`src/logic/sac_defines.svh`:
```
//////////////////////////////////////////////////////////////////////////////
// Summary of operation
// - Three-byte read returns result in bytes two and three, zero padded.
// - Unipolar results are straight binary, bipolar results two's complement.
// - Serial output changes only on falling clock edges, MSB first.
// - Clock-mode bit picks serial clock or internal pacing; shifting always SCLK.
// - Control byte bit 0 is clock mode: one external, zero internal.
// - External mode: strobe high two clock periods after last control bit.
// - External mode: one decision per falling edge, shown on eight falls.
// - After the eight result bits, every further clock shifts out zero.
// - External mode: outputs float with select high; strobe low after fall.
// - Internal mode: strobe low at conversion start, high when done.
// - Internal mode: result held in register, readable any later time.
// - Internal mode: MSB appears on second falling edge after strobe rises.
// - Internal mode: select high blocks input, floats output, conversion runs.
// - Start bit is first high bit while idle or after MSB shown.
// - One input bit per rising edge with select low; leading zeros ignored.
// - Conversion starts on falling edge after the eighth control bit.
// - Select toggle before completion aborts; next high bit starts anew.
// - Back-to-back conversions every 10 clocks, or 16 for byte hosts.
// - Reset gives internal mode, strobe high, zeros out, start accepted.
// - Control byte bit 1 is power mode: one on, zero software power-down.
// - Software power-down finishes current conversion first; result readable.
// - Start bit wakes device; power bit zero sleeps again after one conversion.
// - Shutdown pin low halts conversion at once and powers down.
// - Shutdown pin high enabled, floating enabled with reference, low down.
//////////////////////////////////////////////////////////////////////////////
`ifndef SAC_DEFINES_SVH
`define SAC_DEFINES_SVH

// Control byte field positions.
`define SAC_CLOCK_MODE_BIT 0
`define SAC_POWER_MODE_BIT 1
`define SAC_SINGLE_ENDED_BIT 2
`define SAC_POLARITY_SELECT_BIT 3
`define SAC_CHAN_SEL_LSB 4
`define SAC_CHAN_SEL_MSB 6
`define SAC_CTRL_BITS 8
`define SAC_RES_BITS 8

// Reset values.
`define SAC_RST_EXT_MODE 1'h0
`define SAC_RST_STROBE 1'h1

// Timing.
`define SAC_MCLK_HZ 25000000
`define SAC_INT_CONV_NS 25000
`define SAC_INT_CONV_CYC \
   ((`SAC_INT_CONV_NS * (`SAC_MCLK_HZ / 1000000)) / 1000)
`define SAC_INT_STEP_CYC (`SAC_INT_CONV_CYC / (`SAC_RES_BITS + 1))
`define SAC_INT_DIV_W 7
`define SAC_EXT_STROBE_FALLS 2

`endif

```
`src/logic/sac_pkg.sv`:
```
`include "sac_defines.svh"

package sac_pkg;

   // Conversion sequencer states.
   typedef enum logic [1:0] {
      ST_IDLE     = 2'b00,
      ST_EXT_STB  = 2'b01,
      ST_EXT_CONV = 2'b10,
      ST_INT_CONV = 2'b11
   } sac_state_t;

   // Whole state of the control module.
   typedef struct packed {
      logic cs_s1, cs_s2, cs_prev;
      logic sck_s1, sck_s2, sck_prev;
      logic din_s1, din_s2;
      logic lvl_s1, lvl_s2, flt_s1, flt_s2;
      logic cmp_s1, cmp_s2;
      sac_state_t state;
      logic rx_act;
      logic [3:0] bit_cnt;
      logic [`SAC_CTRL_BITS-1:0] ctrl;
      logic ext_mode, pwr_on, soft_pd, uni, sgl;
      logic [2:0] sel;
      logic [3:0] fall_cnt;
      logic [`SAC_RES_BITS:0] out_sr;
      logic msb_shown;
      logic [`SAC_INT_DIV_W-1:0] int_div;
      logic [3:0] int_phase;
      logic sar_start, sar_abort, sar_step;
      logic [`SAC_RES_BITS-1:0] dac;
      logic hold, dout, dout_oe, strobe, strobe_oe, pd, ref_en;
   } sac_ctl_st_t;

endpackage

```
`src/logic/sac_sar_if.sv`:
```
`timescale 1ns/10ps

// Link between the control sequencer and the approximation register.
interface sac_sar_if #(parameter int RES_BITS = 8);
   logic start;
   logic abort;
   logic step;
   logic comp;
   logic busy;
   logic done;
   logic [RES_BITS-1:0] trial;
   logic [RES_BITS-1:0] result;

   modport ctrl (output start, abort, step, comp,
                 input busy, done, trial, result);
   modport engine (input start, abort, step, comp,
                   output busy, done, trial, result);
endinterface

```
`src/logic/sac_sar_engine.sv`:
```
`timescale 1ns/10ps

// Successive-approximation register: one decision per step, MSB first.
module sac_sar_engine #(
   parameter int RES_BITS = 8
) (
   input wire logic MCLK,
   input wire logic NRST,
   sac_sar_if.engine sar
);

   localparam int IW = $clog2(RES_BITS);

   typedef struct packed {
      logic [RES_BITS-1:0] trial;
      logic [RES_BITS-1:0] result;
      logic [IW-1:0] idx;
      logic busy;
      logic done;
   } sac_sar_st_t;

   sac_sar_st_t q;
   sac_sar_st_t d;

   // Next state: start loads mid-scale, each step keeps or drops one bit.
   always_comb begin
      d = q;
      d.done = 1'b0;
      if (sar.start) begin
         d.trial = '0;
         d.trial[RES_BITS-1] = 1'b1;
         d.result = '0;
         d.idx = IW'(RES_BITS - 1);
         d.busy = 1'b1;
      end else if (sar.abort) begin
         d.busy = 1'b0;
      end else if (sar.step && q.busy) begin
         d.result[q.idx] = sar.comp;
         d.trial[q.idx] = sar.comp;
         if (q.idx == '0) begin
            d.busy = 1'b0;
            d.done = 1'b1;
         end else begin
            d.trial[q.idx - IW'(1)] = 1'b1;
            d.idx = q.idx - IW'(1);
         end
      end
      if (!NRST) begin
         d = '0;
      end
   end

   // State register.
   always_ff @(posedge MCLK) begin
      q <= d;
   end

   assign sar.busy = q.busy;
   assign sar.done = q.done;
   assign sar.trial = q.trial;
   assign sar.result = q.result;

endmodule // sac_sar_engine

```
`src/logic/sac_ctrl.sv`:
```
`timescale 1ns/10ps
`include "sac_defines.svh"

// Serial converter control: framing, sequencing, output shifting, power.
module sac_ctrl #(
   parameter int INT_STEP_CYC = `SAC_INT_STEP_CYC
) (
   input wire logic MCLK,
   input wire logic NRST,
   input wire logic CS_N,
   input wire logic SCLK,
   input wire logic DIN,
   input wire logic SHUTDOWN_PIN_LEVEL,
   input wire logic SHUTDOWN_PIN_FLOAT,
   input wire logic COMP_IN,
   output logic DOUT,
   output logic DOUT_OE,
   output logic CONVERSION_STROBE,
   output logic CONVERSION_STROBE_OE,
   output logic [`SAC_RES_BITS-1:0] DAC_CODE,
   output logic TRACK_HOLD,
   output logic [2:0] CHAN_SEL,
   output logic SINGLE_ENDED,
   output logic UNIPOLAR,
   output logic POWER_DOWN,
   output logic REF_ENABLE
);

   //////////////////////////////////////////////////////////////////////////
   // Helpers and instances
   //////////////////////////////////////////////////////////////////////////

   // Unipolar keeps straight binary; bipolar flips the MSB.
   function automatic logic [`SAC_RES_BITS-1:0] fmt_result(
      input logic [`SAC_RES_BITS-1:0] raw,
      input logic uni
   );
      fmt_result = raw;
      fmt_result[`SAC_RES_BITS-1] = raw[`SAC_RES_BITS-1] ^ ~uni;
   endfunction

   sac_pkg::sac_ctl_st_t q;
   sac_pkg::sac_ctl_st_t d;

   sac_sar_if #(.RES_BITS(`SAC_RES_BITS)) sar ();

   sac_sar_engine #(.RES_BITS(`SAC_RES_BITS)) u_sar (
      .MCLK(MCLK),
      .NRST(NRST),
      .sar(sar.engine)
   );

   // Control requests to the approximation register come from flops.
   assign sar.start = q.sar_start;
   assign sar.abort = q.sar_abort;
   assign sar.step = q.sar_step;
   assign sar.comp = q.cmp_s2;

   //////////////////////////////////////////////////////////////////////////
   // Decoded events from the synchronised pins
   //////////////////////////////////////////////////////////////////////////

   logic sck_rise;
   logic sck_fall;
   logic cs_fall;
   logic hard_sd;
   logic start_ok;
   logic ctrl_full;
   logic ext_step;
   logic int_tick;

   // Edges are taken between the second stage and its delayed copy.
   always_comb begin
      sck_rise = q.sck_s2 & ~q.sck_prev;
      sck_fall = ~q.sck_s2 & q.sck_prev;
      cs_fall = ~q.cs_s2 & q.cs_prev;
      hard_sd = ~q.lvl_s2 & ~q.flt_s2;
      start_ok = (q.state == sac_pkg::ST_IDLE) | q.msb_shown;
      ctrl_full = q.rx_act & (q.bit_cnt == 4'(`SAC_CTRL_BITS));
      ext_step = ((q.state == sac_pkg::ST_EXT_STB) &&
                  (q.fall_cnt == 4'(`SAC_EXT_STROBE_FALLS - 1))) ||
                 (q.state == sac_pkg::ST_EXT_CONV);
      int_tick = (q.state == sac_pkg::ST_INT_CONV) &&
                 (q.int_div == `SAC_INT_DIV_W'(INT_STEP_CYC - 1));
   end

   //////////////////////////////////////////////////////////////////////////
   // Next-state logic
   //////////////////////////////////////////////////////////////////////////

   // One process computes the whole next state of the block.
   always_comb begin
      d = q;

      // Two-stage synchronisers on every pin and the comparator.
      d.cs_s1 = CS_N;
      d.cs_s2 = q.cs_s1;
      d.cs_prev = q.cs_s2;
      d.sck_s1 = SCLK;
      d.sck_s2 = q.sck_s1;
      d.sck_prev = q.sck_s2;
      d.din_s1 = DIN;
      d.din_s2 = q.din_s1;
      d.lvl_s1 = SHUTDOWN_PIN_LEVEL;
      d.lvl_s2 = q.lvl_s1;
      d.flt_s1 = SHUTDOWN_PIN_FLOAT;
      d.flt_s2 = q.flt_s1;
      d.cmp_s1 = COMP_IN;
      d.cmp_s2 = q.cmp_s1;

      // Request pulses last one cycle.
      d.sar_start = 1'b0;
      d.sar_abort = 1'b0;
      d.sar_step = 1'b0;

      // Analog-side copies of the approximation register.
      d.dac = sar.trial;
      d.hold = sar.busy;

      // Output enables follow select; internal mode keeps the strobe on.
      d.dout_oe = ~q.cs_s2;
      d.strobe_oe = ~q.ext_mode | ~q.cs_s2;
      d.ref_en = q.flt_s2 & ~hard_sd;

      // Internal pacing: a sample slot, then one decision per tick.
      if (q.state == sac_pkg::ST_INT_CONV) begin
         if (int_tick) begin
            d.int_div = '0;
            d.int_phase = q.int_phase + 4'h1;
            d.sar_step = (q.int_phase != 4'h0);
         end else begin
            d.int_div = q.int_div + `SAC_INT_DIV_W'(1);
         end
      end

      // Internal conversion done: strobe up, result held for reading.
      if (sar.done && (q.state == sac_pkg::ST_INT_CONV)) begin
         d.state = sac_pkg::ST_IDLE;
         d.strobe = 1'b1;
         d.out_sr = {1'b0, fmt_result(sar.result, q.uni)};
         d.soft_pd = ~q.pwr_on;
      end

      // A select toggle cancels a frame and any unfinished conversion.
      if (cs_fall) begin
         d.rx_act = 1'b0;
         if (q.ext_mode) begin
            d.strobe = 1'b0;
         end
         if (q.state != sac_pkg::ST_IDLE) begin
            d.sar_abort = 1'b1;
            d.state = sac_pkg::ST_IDLE;
            d.strobe = ~q.ext_mode;
         end
      end

      // Input capture on rising edges while selected.
      if (sck_rise && !q.cs_s2 && !hard_sd) begin
         if (q.rx_act) begin
            if (!ctrl_full) begin
               d.ctrl = {q.ctrl[`SAC_CTRL_BITS-2:0], q.din_s2};
               d.bit_cnt = q.bit_cnt + 4'h1;
            end
         end else if (q.din_s2 && start_ok) begin
            d.rx_act = 1'b1;
            d.ctrl = `SAC_CTRL_BITS'(1);
            d.bit_cnt = 4'h1;
            d.soft_pd = 1'b0;
         end
      end

      // Falling edges: start, decide, or shift held data.
      if (sck_fall) begin
         if (ctrl_full) begin
            d.rx_act = 1'b0;
            d.ext_mode = q.ctrl[`SAC_CLOCK_MODE_BIT];
            d.pwr_on = q.ctrl[`SAC_POWER_MODE_BIT];
            d.sgl = q.ctrl[`SAC_SINGLE_ENDED_BIT];
            d.uni = q.ctrl[`SAC_POLARITY_SELECT_BIT];
            d.sel = q.ctrl[`SAC_CHAN_SEL_MSB:`SAC_CHAN_SEL_LSB];
            d.sar_start = 1'b1;
            d.msb_shown = 1'b0;
            d.fall_cnt = 4'h0;
            d.out_sr = '0;
            d.dout = 1'b0;
            if (q.ctrl[`SAC_CLOCK_MODE_BIT]) begin
               d.state = sac_pkg::ST_EXT_STB;
               d.strobe = 1'b1;
            end else begin
               d.state = sac_pkg::ST_INT_CONV;
               d.strobe = 1'b0;
               d.int_div = '0;
               d.int_phase = 4'h0;
            end
         end else if (ext_step) begin
            // Each decision goes straight to the output, MSB first.
            d.sar_step = 1'b1;
            d.strobe = 1'b0;
            d.msb_shown = 1'b1;
            d.state = sac_pkg::ST_EXT_CONV;
            if (q.state == sac_pkg::ST_EXT_STB) begin
               d.dout = q.cmp_s2 ^ ~q.uni;
               d.fall_cnt = 4'h1;
            end else begin
               d.dout = q.cmp_s2;
               d.fall_cnt = q.fall_cnt + 4'h1;
               if (q.fall_cnt == 4'(`SAC_RES_BITS - 1)) begin
                  d.state = sac_pkg::ST_IDLE;
                  d.soft_pd = ~q.pwr_on;
               end
            end
         end else begin
            // Strobe hold, held result or trailing zeros.
            if (q.state == sac_pkg::ST_EXT_STB) begin
               d.fall_cnt = q.fall_cnt + 4'h1;
            end
            d.dout = q.out_sr[`SAC_RES_BITS];
            d.out_sr = {q.out_sr[`SAC_RES_BITS-1:0], 1'b0};
            if (q.out_sr[`SAC_RES_BITS-1] ||
                q.out_sr[`SAC_RES_BITS] == 1'b0) begin
               d.msb_shown = q.msb_shown;
            end
         end
      end

      // Hard shutdown stops reception and conversion at once and wins over power bit.
      if (hard_sd) begin
         d.rx_act = 1'b0;
         if (q.state != sac_pkg::ST_IDLE) begin
            d.sar_abort = 1'b1;
            d.state = sac_pkg::ST_IDLE;
         end
      end

      // Combined power-down indication.
      d.pd = d.soft_pd | hard_sd;

      // Synchronous reset: internal mode, strobe high, zeros out.
      if (!NRST) begin
         d = '0;
         d.cs_s1 = 1'b1;
         d.cs_s2 = 1'b1;
         d.cs_prev = 1'b1;
         d.pwr_on = 1'b1;
         d.ext_mode = `SAC_RST_EXT_MODE;
         d.strobe = `SAC_RST_STROBE;
         d.strobe_oe = 1'b1;
         d.uni = 1'b1;
         d.state = sac_pkg::ST_IDLE;
      end
   end

   //////////////////////////////////////////////////////////////////////////
   // State register and outputs
   //////////////////////////////////////////////////////////////////////////

   // The only clocked process of the block.
   always_ff @(posedge MCLK) begin
      q <= d;
   end

   // All outputs are fields of the state register.
   assign DOUT = q.dout;
   assign DOUT_OE = q.dout_oe;
   assign CONVERSION_STROBE = q.strobe;
   assign CONVERSION_STROBE_OE = q.strobe_oe;
   assign DAC_CODE = q.dac;
   assign TRACK_HOLD = q.hold;
   assign CHAN_SEL = q.sel;
   assign SINGLE_ENDED = q.sgl;
   assign UNIPOLAR = q.uni;
   assign POWER_DOWN = q.pd;
   assign REF_ENABLE = q.ref_en;

endmodule // sac_ctrl

```
`config.mk`:
```
export PLATFORM = sky130hd
export DESIGN_NAME = sac_ctrl
export DESIGN_NICKNAME = d
export VERILOG_FILES = /design/src/logic/sac_pkg.sv /design/src/logic/sac_sar_if.sv /design/src/logic/sac_sar_engine.sv /design/src/logic/sac_ctrl.sv
export VERILOG_INCLUDE_DIRS = /design/src /design/src/logic
export SDC_FILE = /design/constraint.sdc
export NUM_CORES = 1
export LEC_CHECK = 0
export BUFFER_PORTS_ARGS = -buffer_cell sky130_fd_sc_hd__buf_2
export CORE_ASPECT_RATIO = 0.6
export CORE_MARGIN = 1.5
export CORE_UTILIZATION = 55
export CTS_CLUSTER_DIAMETER = 50
export DETAILED_ROUTE_END_ITERATION = 12
export GPL_TIMING_DRIVEN = 0
export PLACE_DENSITY = 0.69
export RECOVER_POWER = 50
export SETUP_SLACK_MARGIN = 0.05
export SYNTH_ARGS = -nofsm -noshare
export SYNTH_HDL_FRONTEND = slang
export SYNTH_SLANG_ARGS = --single-unit
export TNS_END_PERCENT = 5
```
`constraint.sdc`:
```
create_clock -name MCLK -period 4.3 [get_ports MCLK]
set_input_delay 0.43 -clock MCLK [delete_from_list [all_inputs] [get_ports MCLK]]
set_output_delay 0.43 -clock MCLK [all_outputs]
set_load 0.1 [all_outputs]
```
; ---- After elaboration in Yosys (flattened, before gate mapping)
; Index checks and enable logic that the tools add are counted.
[word_totals]
reg_bits = 101
latchBits = 0
inputBits = 8
output_inout_bits = 20
mem_bits_rw = 0
romBits = 0
mem_count = 0
[classes]
n_lt_le_gt_ge = 4
div_mod_pow = 0
mul = 0
bitwise = 24
add_sub_neg = 5
muxes = 72
shift = 0
reduce_logical = 34
n_eq_ne = 10
[ops]
columns = op, n
row1 = $mux 12, 3
row2 = $mux 1, 34
row3 = $mux 32, 1
row4 = $mux 13, 2
row5 = $mux 11, 2
row6 = $mux 21, 1
row7 = $mux 20, 1
row8 = $mux 19, 1
row9 = $mux 2, 9
row10 = $mux 9, 2
row11 = $bwmux 8, 2
row12 = $mux 4, 4
row13 = $mux 14, 1
row14 = $reduce_and 2->1, 7
row15 = $add 4x1->4 const B, 3
row16 = $mux 3, 4
row17 = $not 1->1, 12
row18 = $logic_and 1x1->1, 9
row19 = $reduce_bool 3->1, 3
row20 = $lt 3x4->1 const B, 2
row21 = $mux 8, 1
row22 = $or 8x8->8, 1
row23 = $reduce_bool 2->1, 4
row24 = $add 7x1->7 const B, 1
row25 = other kinds (24), 39

; ---- Longest topological paths before layout
[depth]
ltp_word = 12
mapped_depth = 8
mapped_depth_nobuf = 6

; ---- By module
; Synthesis repeated with hierarchy kept, for this count alone.
[unflattened]
hier_cells = 470
hier_area_um2 = 4359.2
[modules_own_cells]
columns = mod, n_inst, area_per_inst_um2, seq_area_each_um2, cells_each
row1 = sac_ctrl, 1, 3236.9, 1581.5, 336
row2 = sac_sar_engine, 1, 1122.3, 420.4, 134

; ---- Worst setup path after synthesis
; Ideal clock, no wire load.
[synth_path]
path_type = register -> register
from = reg u_sar.q[2] in the netlist's numbering
to = reg u_sar.q, in the netlist u_sar.sar.trial[7]
path_buffers = 2
stages_incl_launch_ff = 9
arrival_time_ns = 1.616
path_slack_ns = 2.552
cell_sequence = dfxtp_1 > buf_2 > inv_1 > ha_1 > clkbuf_1 > nor2_1 > a22o_1 > a221oi_1 > o41ai_1
[synth_between]
elab_chain_cells = 10
elab_cells_between_ends = 18
cone_classes = add/sub (1) / order compare (4) / mux (9) / bitwise (1) / reduce/logical (3)
[synth_lines]
columns = element, line_no
row1 = from (decl), sac_sar_engine.sv:22  ; sac_sar_st_t q;
row2 = from (signal assigned), sac_sar_engine.sv:55  ; q <= d;
row3 = "$sub 3x1->3, or another cell as far along", sac_sar_engine.sv:44  ; d.trial[q.idx - IW'(1)] = 1'b1;
row4 = "$lt 3x4->1 (implied by the code), or another cell as far along", sac_sar_engine.sv:44
row5 = $logic_and 1x1->1 (implied by the code) / $mux 1 (equally long branches), "sac_sar_engine.sv:44, sac_sar_engine.sv:39"
row6 = $mux 1 (implied by the code) / $demux 1 s3 (equally long branches), -
row7 = $demux 1 s3 / $bwmux 8 (equally long branches), -
row8 = $or 8x8->8 (no line), -
row9 = $mux 8 *, sac_sar_engine.sv:40  ; if (q.idx == '0) begin
row10 = $mux 21 *, sac_sar_engine.sv:37  ; end else if (sar.step && q.busy) begin
row11 = $mux 19 *, sac_sar_engine.sv:35  ; end else if (sar.abort) begin
row12 = $mux 20 *, sac_sar_engine.sv:29  ; if (sar.start) begin
; Every way passes the cells marked *; elsewhere a longest branch is shown, timed or not. The select of a mux whose other input is x is not followed.
; A chain may end at the register's enable or synchronous reset.

; ---- Worst setup path in the final report
; Ends and elaborated chain as after synthesis.

==> run metrics <==
grt total ovfl 0; core area roughly 0.0075 sq mm; Mapped Area about 0.0044 sq mm; synth cell count leaders dfxtp_1 (100), nand2_1 (50), nor2_1 (39); vias in the first global route about 3,200; Clock Path Buffers 2; ys async rst share 0%; largest net degree at the start of global routing 18; drt wl/cell approximately 16 um; first-pass GRT wire length 16,400 um; setup bufs post-CTS 0; CTS tree built; sequential area share after synthesis between 40% and 50%; Synth Area in XOR/XNOR roughly 1.6%; Vias around 3,500; PD cells between 300 and 400 mW/mm^2; Max rail drop VDD roughly 280 uV; post-route minimum period roughly 2300 ps; initial core utilization between 50% and 60%; Die ar. roughly 0.0085 sq mm; layout cells sized above 1 roughly an eighth; Flop pwr share about 52%; clock sinks 100; Iteration-0 DRC Markers 241; #FFs+latches synth 100; crit path launch type flip-flop; Slew headroom 22.6%; NetSw 404 uW; combinational family with the most area after synthesis simple AND/OR/NAND/NOR gates; area leader, netlist dfxtp_1; synth unique cells 63; maxcap violations 0; simple-gate portion of the synthesized area 24.6%; RSZ-0062 raised after global routing no; Residual DRC 0; # hold bufs at CTS 0; combinational power share 3.3%; clk root buf clkbuf_16; crit share post-route between 50 and 60%; post_cts resized 0; post-route ant nets 0; clock-pin slew on the worst setup and hold paths about 70 ps; fin. max-slew vios 0; Die W between 100 and 150 um; Cell Rows 24; status complete, no violations; Layout Nets 535; Initial DRT Pass Iterations 5; Design Area, Final around 0.0049 sq mm; Inserted Clock Buffers 9; Tightest Hold Check Type input pin to flip-flop; die height between 70 and 80 um; worst skew pair latency 350 ps; mux contribution to synthesized area about 3.2%; final clock skew approximately 8.9 ps; Via density 5.53; antenna violations before repair 0; Synthesized Nets a little under 500; clock share of power 44.6%; Antenna diodes 0; final hold vios 0; Synth top area share 46.0%; compound-cell area share of the yosys netlist approximately 16%; synthesized instance count 479; Sw Share ~22%; ys flop type dfxtp_1; internal power about 1.4 mW; PortBufs 27; WL final 9860 um; GP Congestion between 0.8 and 0.9; H-tree depth 3; Synth Area in Adders around 2.9%; Worst R2R Path Depth 8; Mean Syn Cell Area slightly above 9 sq um; CP required between 4000 and 5000 ps; Boundary Pins 28; leakage between 1.5 and 2 nW; fmax between 400 and 500 MHz; TNS Setup 0 ps; Total GRT Usage between 20 and 25%; crit path DAT around 2500 ps; top cells by area, synth dfxtp_1 (46%), nand2_1 (4.3%), a21oi_1 (4.1%), nor2_1 (3.4%), mux2i_1 (3.2%); most common cell in the synthesized netlist dfxtp_1; hpwl dp slightly above 7000 um; final setup vio count 0; CP Capture Type flip-flop; Post-DP Area approximately 0.0046 sq mm; Setup CP Type flip-flop to flip-flop; number of synthesized flops with an enable pin 0; Worst Hold Depth 2; Area Growth Syn to Fin 11.9%; Yosys warnings 0; Worst Path Max Fanout 10; Worst Tran Pin Value around 1200 ps
## final timing paths
kind                   start              endpoint  slack (ps)
setup / recovery  u_sar.q[2]    u_sar.sar.trial[7]        1990
hold / removal          CS_N                 q[79]         280
setup reg to reg  u_sar.q[2]    u_sar.sar.trial[7]        1990
hold reg to reg        q[50]  CONVERSION_STROBE_OE         410
## placed cells by master (no fill, tap or decap), types with 3 or more instances in the layout
master     Yosys  layout
and4b_1        3       3
inv_1         18      18
o21ai_0       10      10
nand3b_1       7       7
and2_0         0      15
nand4_1        3       3
nand2_1       50      50
and3_1         6       6
xnor2_1        3       3
clkbuf_1      10      31
buf_4         13      13
a31oi_1        6       7
ha_1          10      10
clkbuf_16      0       9
dfxtp_1      100     100
o2bb2ai_1      3       3
o21a_1         3       3
a21oi_1       36      36
nor3_1         4       4
nand2b_1      13      13
nor4_1         5       5
nand3_1       20      20
a211oi_2       5       5
buf_2          8      14
nor2b_1        6       6
mux2i_1       14      14
and2_1        22       7
nor2_1        39      39
o22ai_1       10      10
xor2_1         5       5
## metal layers
| layer | vias to the layer above | wire [um] | GRT usage, % |
|---|---|---|---|
| met5 | - | 0 | 0 |
| met4 | 0 | 94 | 5.69 |
| met3 | 10 | 613 | 5.90 |
| met2 | 103 | 3830 | 34.2 |
| met1 | 1606 | 5320 | 39.2 |
| li1 | 1740 | - | - |
## sequential cells by signal, summed over array words and instances, names as in the netlist, 3 cells and up, named ones only
signal	flops
u_sar.sar.trial	8
q	55
CHAN_SEL	3
u_sar.q	3
DAC_CODE	8
## power by group through the flow
stage	Clock, mW	Combinational (mW)	Sequential, mW
after global routing	0.857	0.0648	0.944
final	0.806	0.0597	0.943
after floorplan	0	0.0326	0.971
after CTS	0.821	0.0603	0.943
after global placement	0	0.0592	0.964
after detailed placement	0	0.0602	0.964
## stage by stage
step | utilization (%) | hold WS, ps | setup WS [ps] | instances | power [mW]
5_1_grt | 65.2 | 279 | 1780 | 626 | 1.87
3_3_place_gp | 61.8 | 392 | 2310 | 610 | 1.02
6_report | 65.2 | 275 | 1990 | 626 | 1.81
2_1_floorplan | - | 368 | 2550 | 479 | 1.00
3_5_place_dp | 61.8 | 395 | 2300 | 610 | 1.02
4_1_cts | 65.8 | 262 | 2270 | 626 | 1.82
## layout make-up
class / count / area (sq um)
Clock inverter: 7 / 73.8
Clock buffer: 9 / 225
Multi-Input combinational cell: 327 / 2060
Buffer: 34 / 200
Inverter: 18 / 67.6
Timing Repair Buffer: 27 / 110
Fill cell: 648 / 2600
Sequential cell: 100 / 2000
Tap cell: 104 / 130
## cells by family after synthesis
| family | Yosys count |
|---|---|
| buf+inv | 52 |
| mux | 14 |
| fa+ha+maj | 10 |
| simple gates | 197 |
| xor+xnor | 8 |
| compound gates | 98 |
| flops | 100 |
## worst max-delay path: stages, from the launching register on
cell      delay, ps
dfxtp_1         310
clkbuf_1        330
inv_1           190
ha_1            310
clkbuf_1        360
nor2_1          110
a22o_1          210
a221oi_1        240
o41ai_1         120
Power figures use the tool's default switching activity.
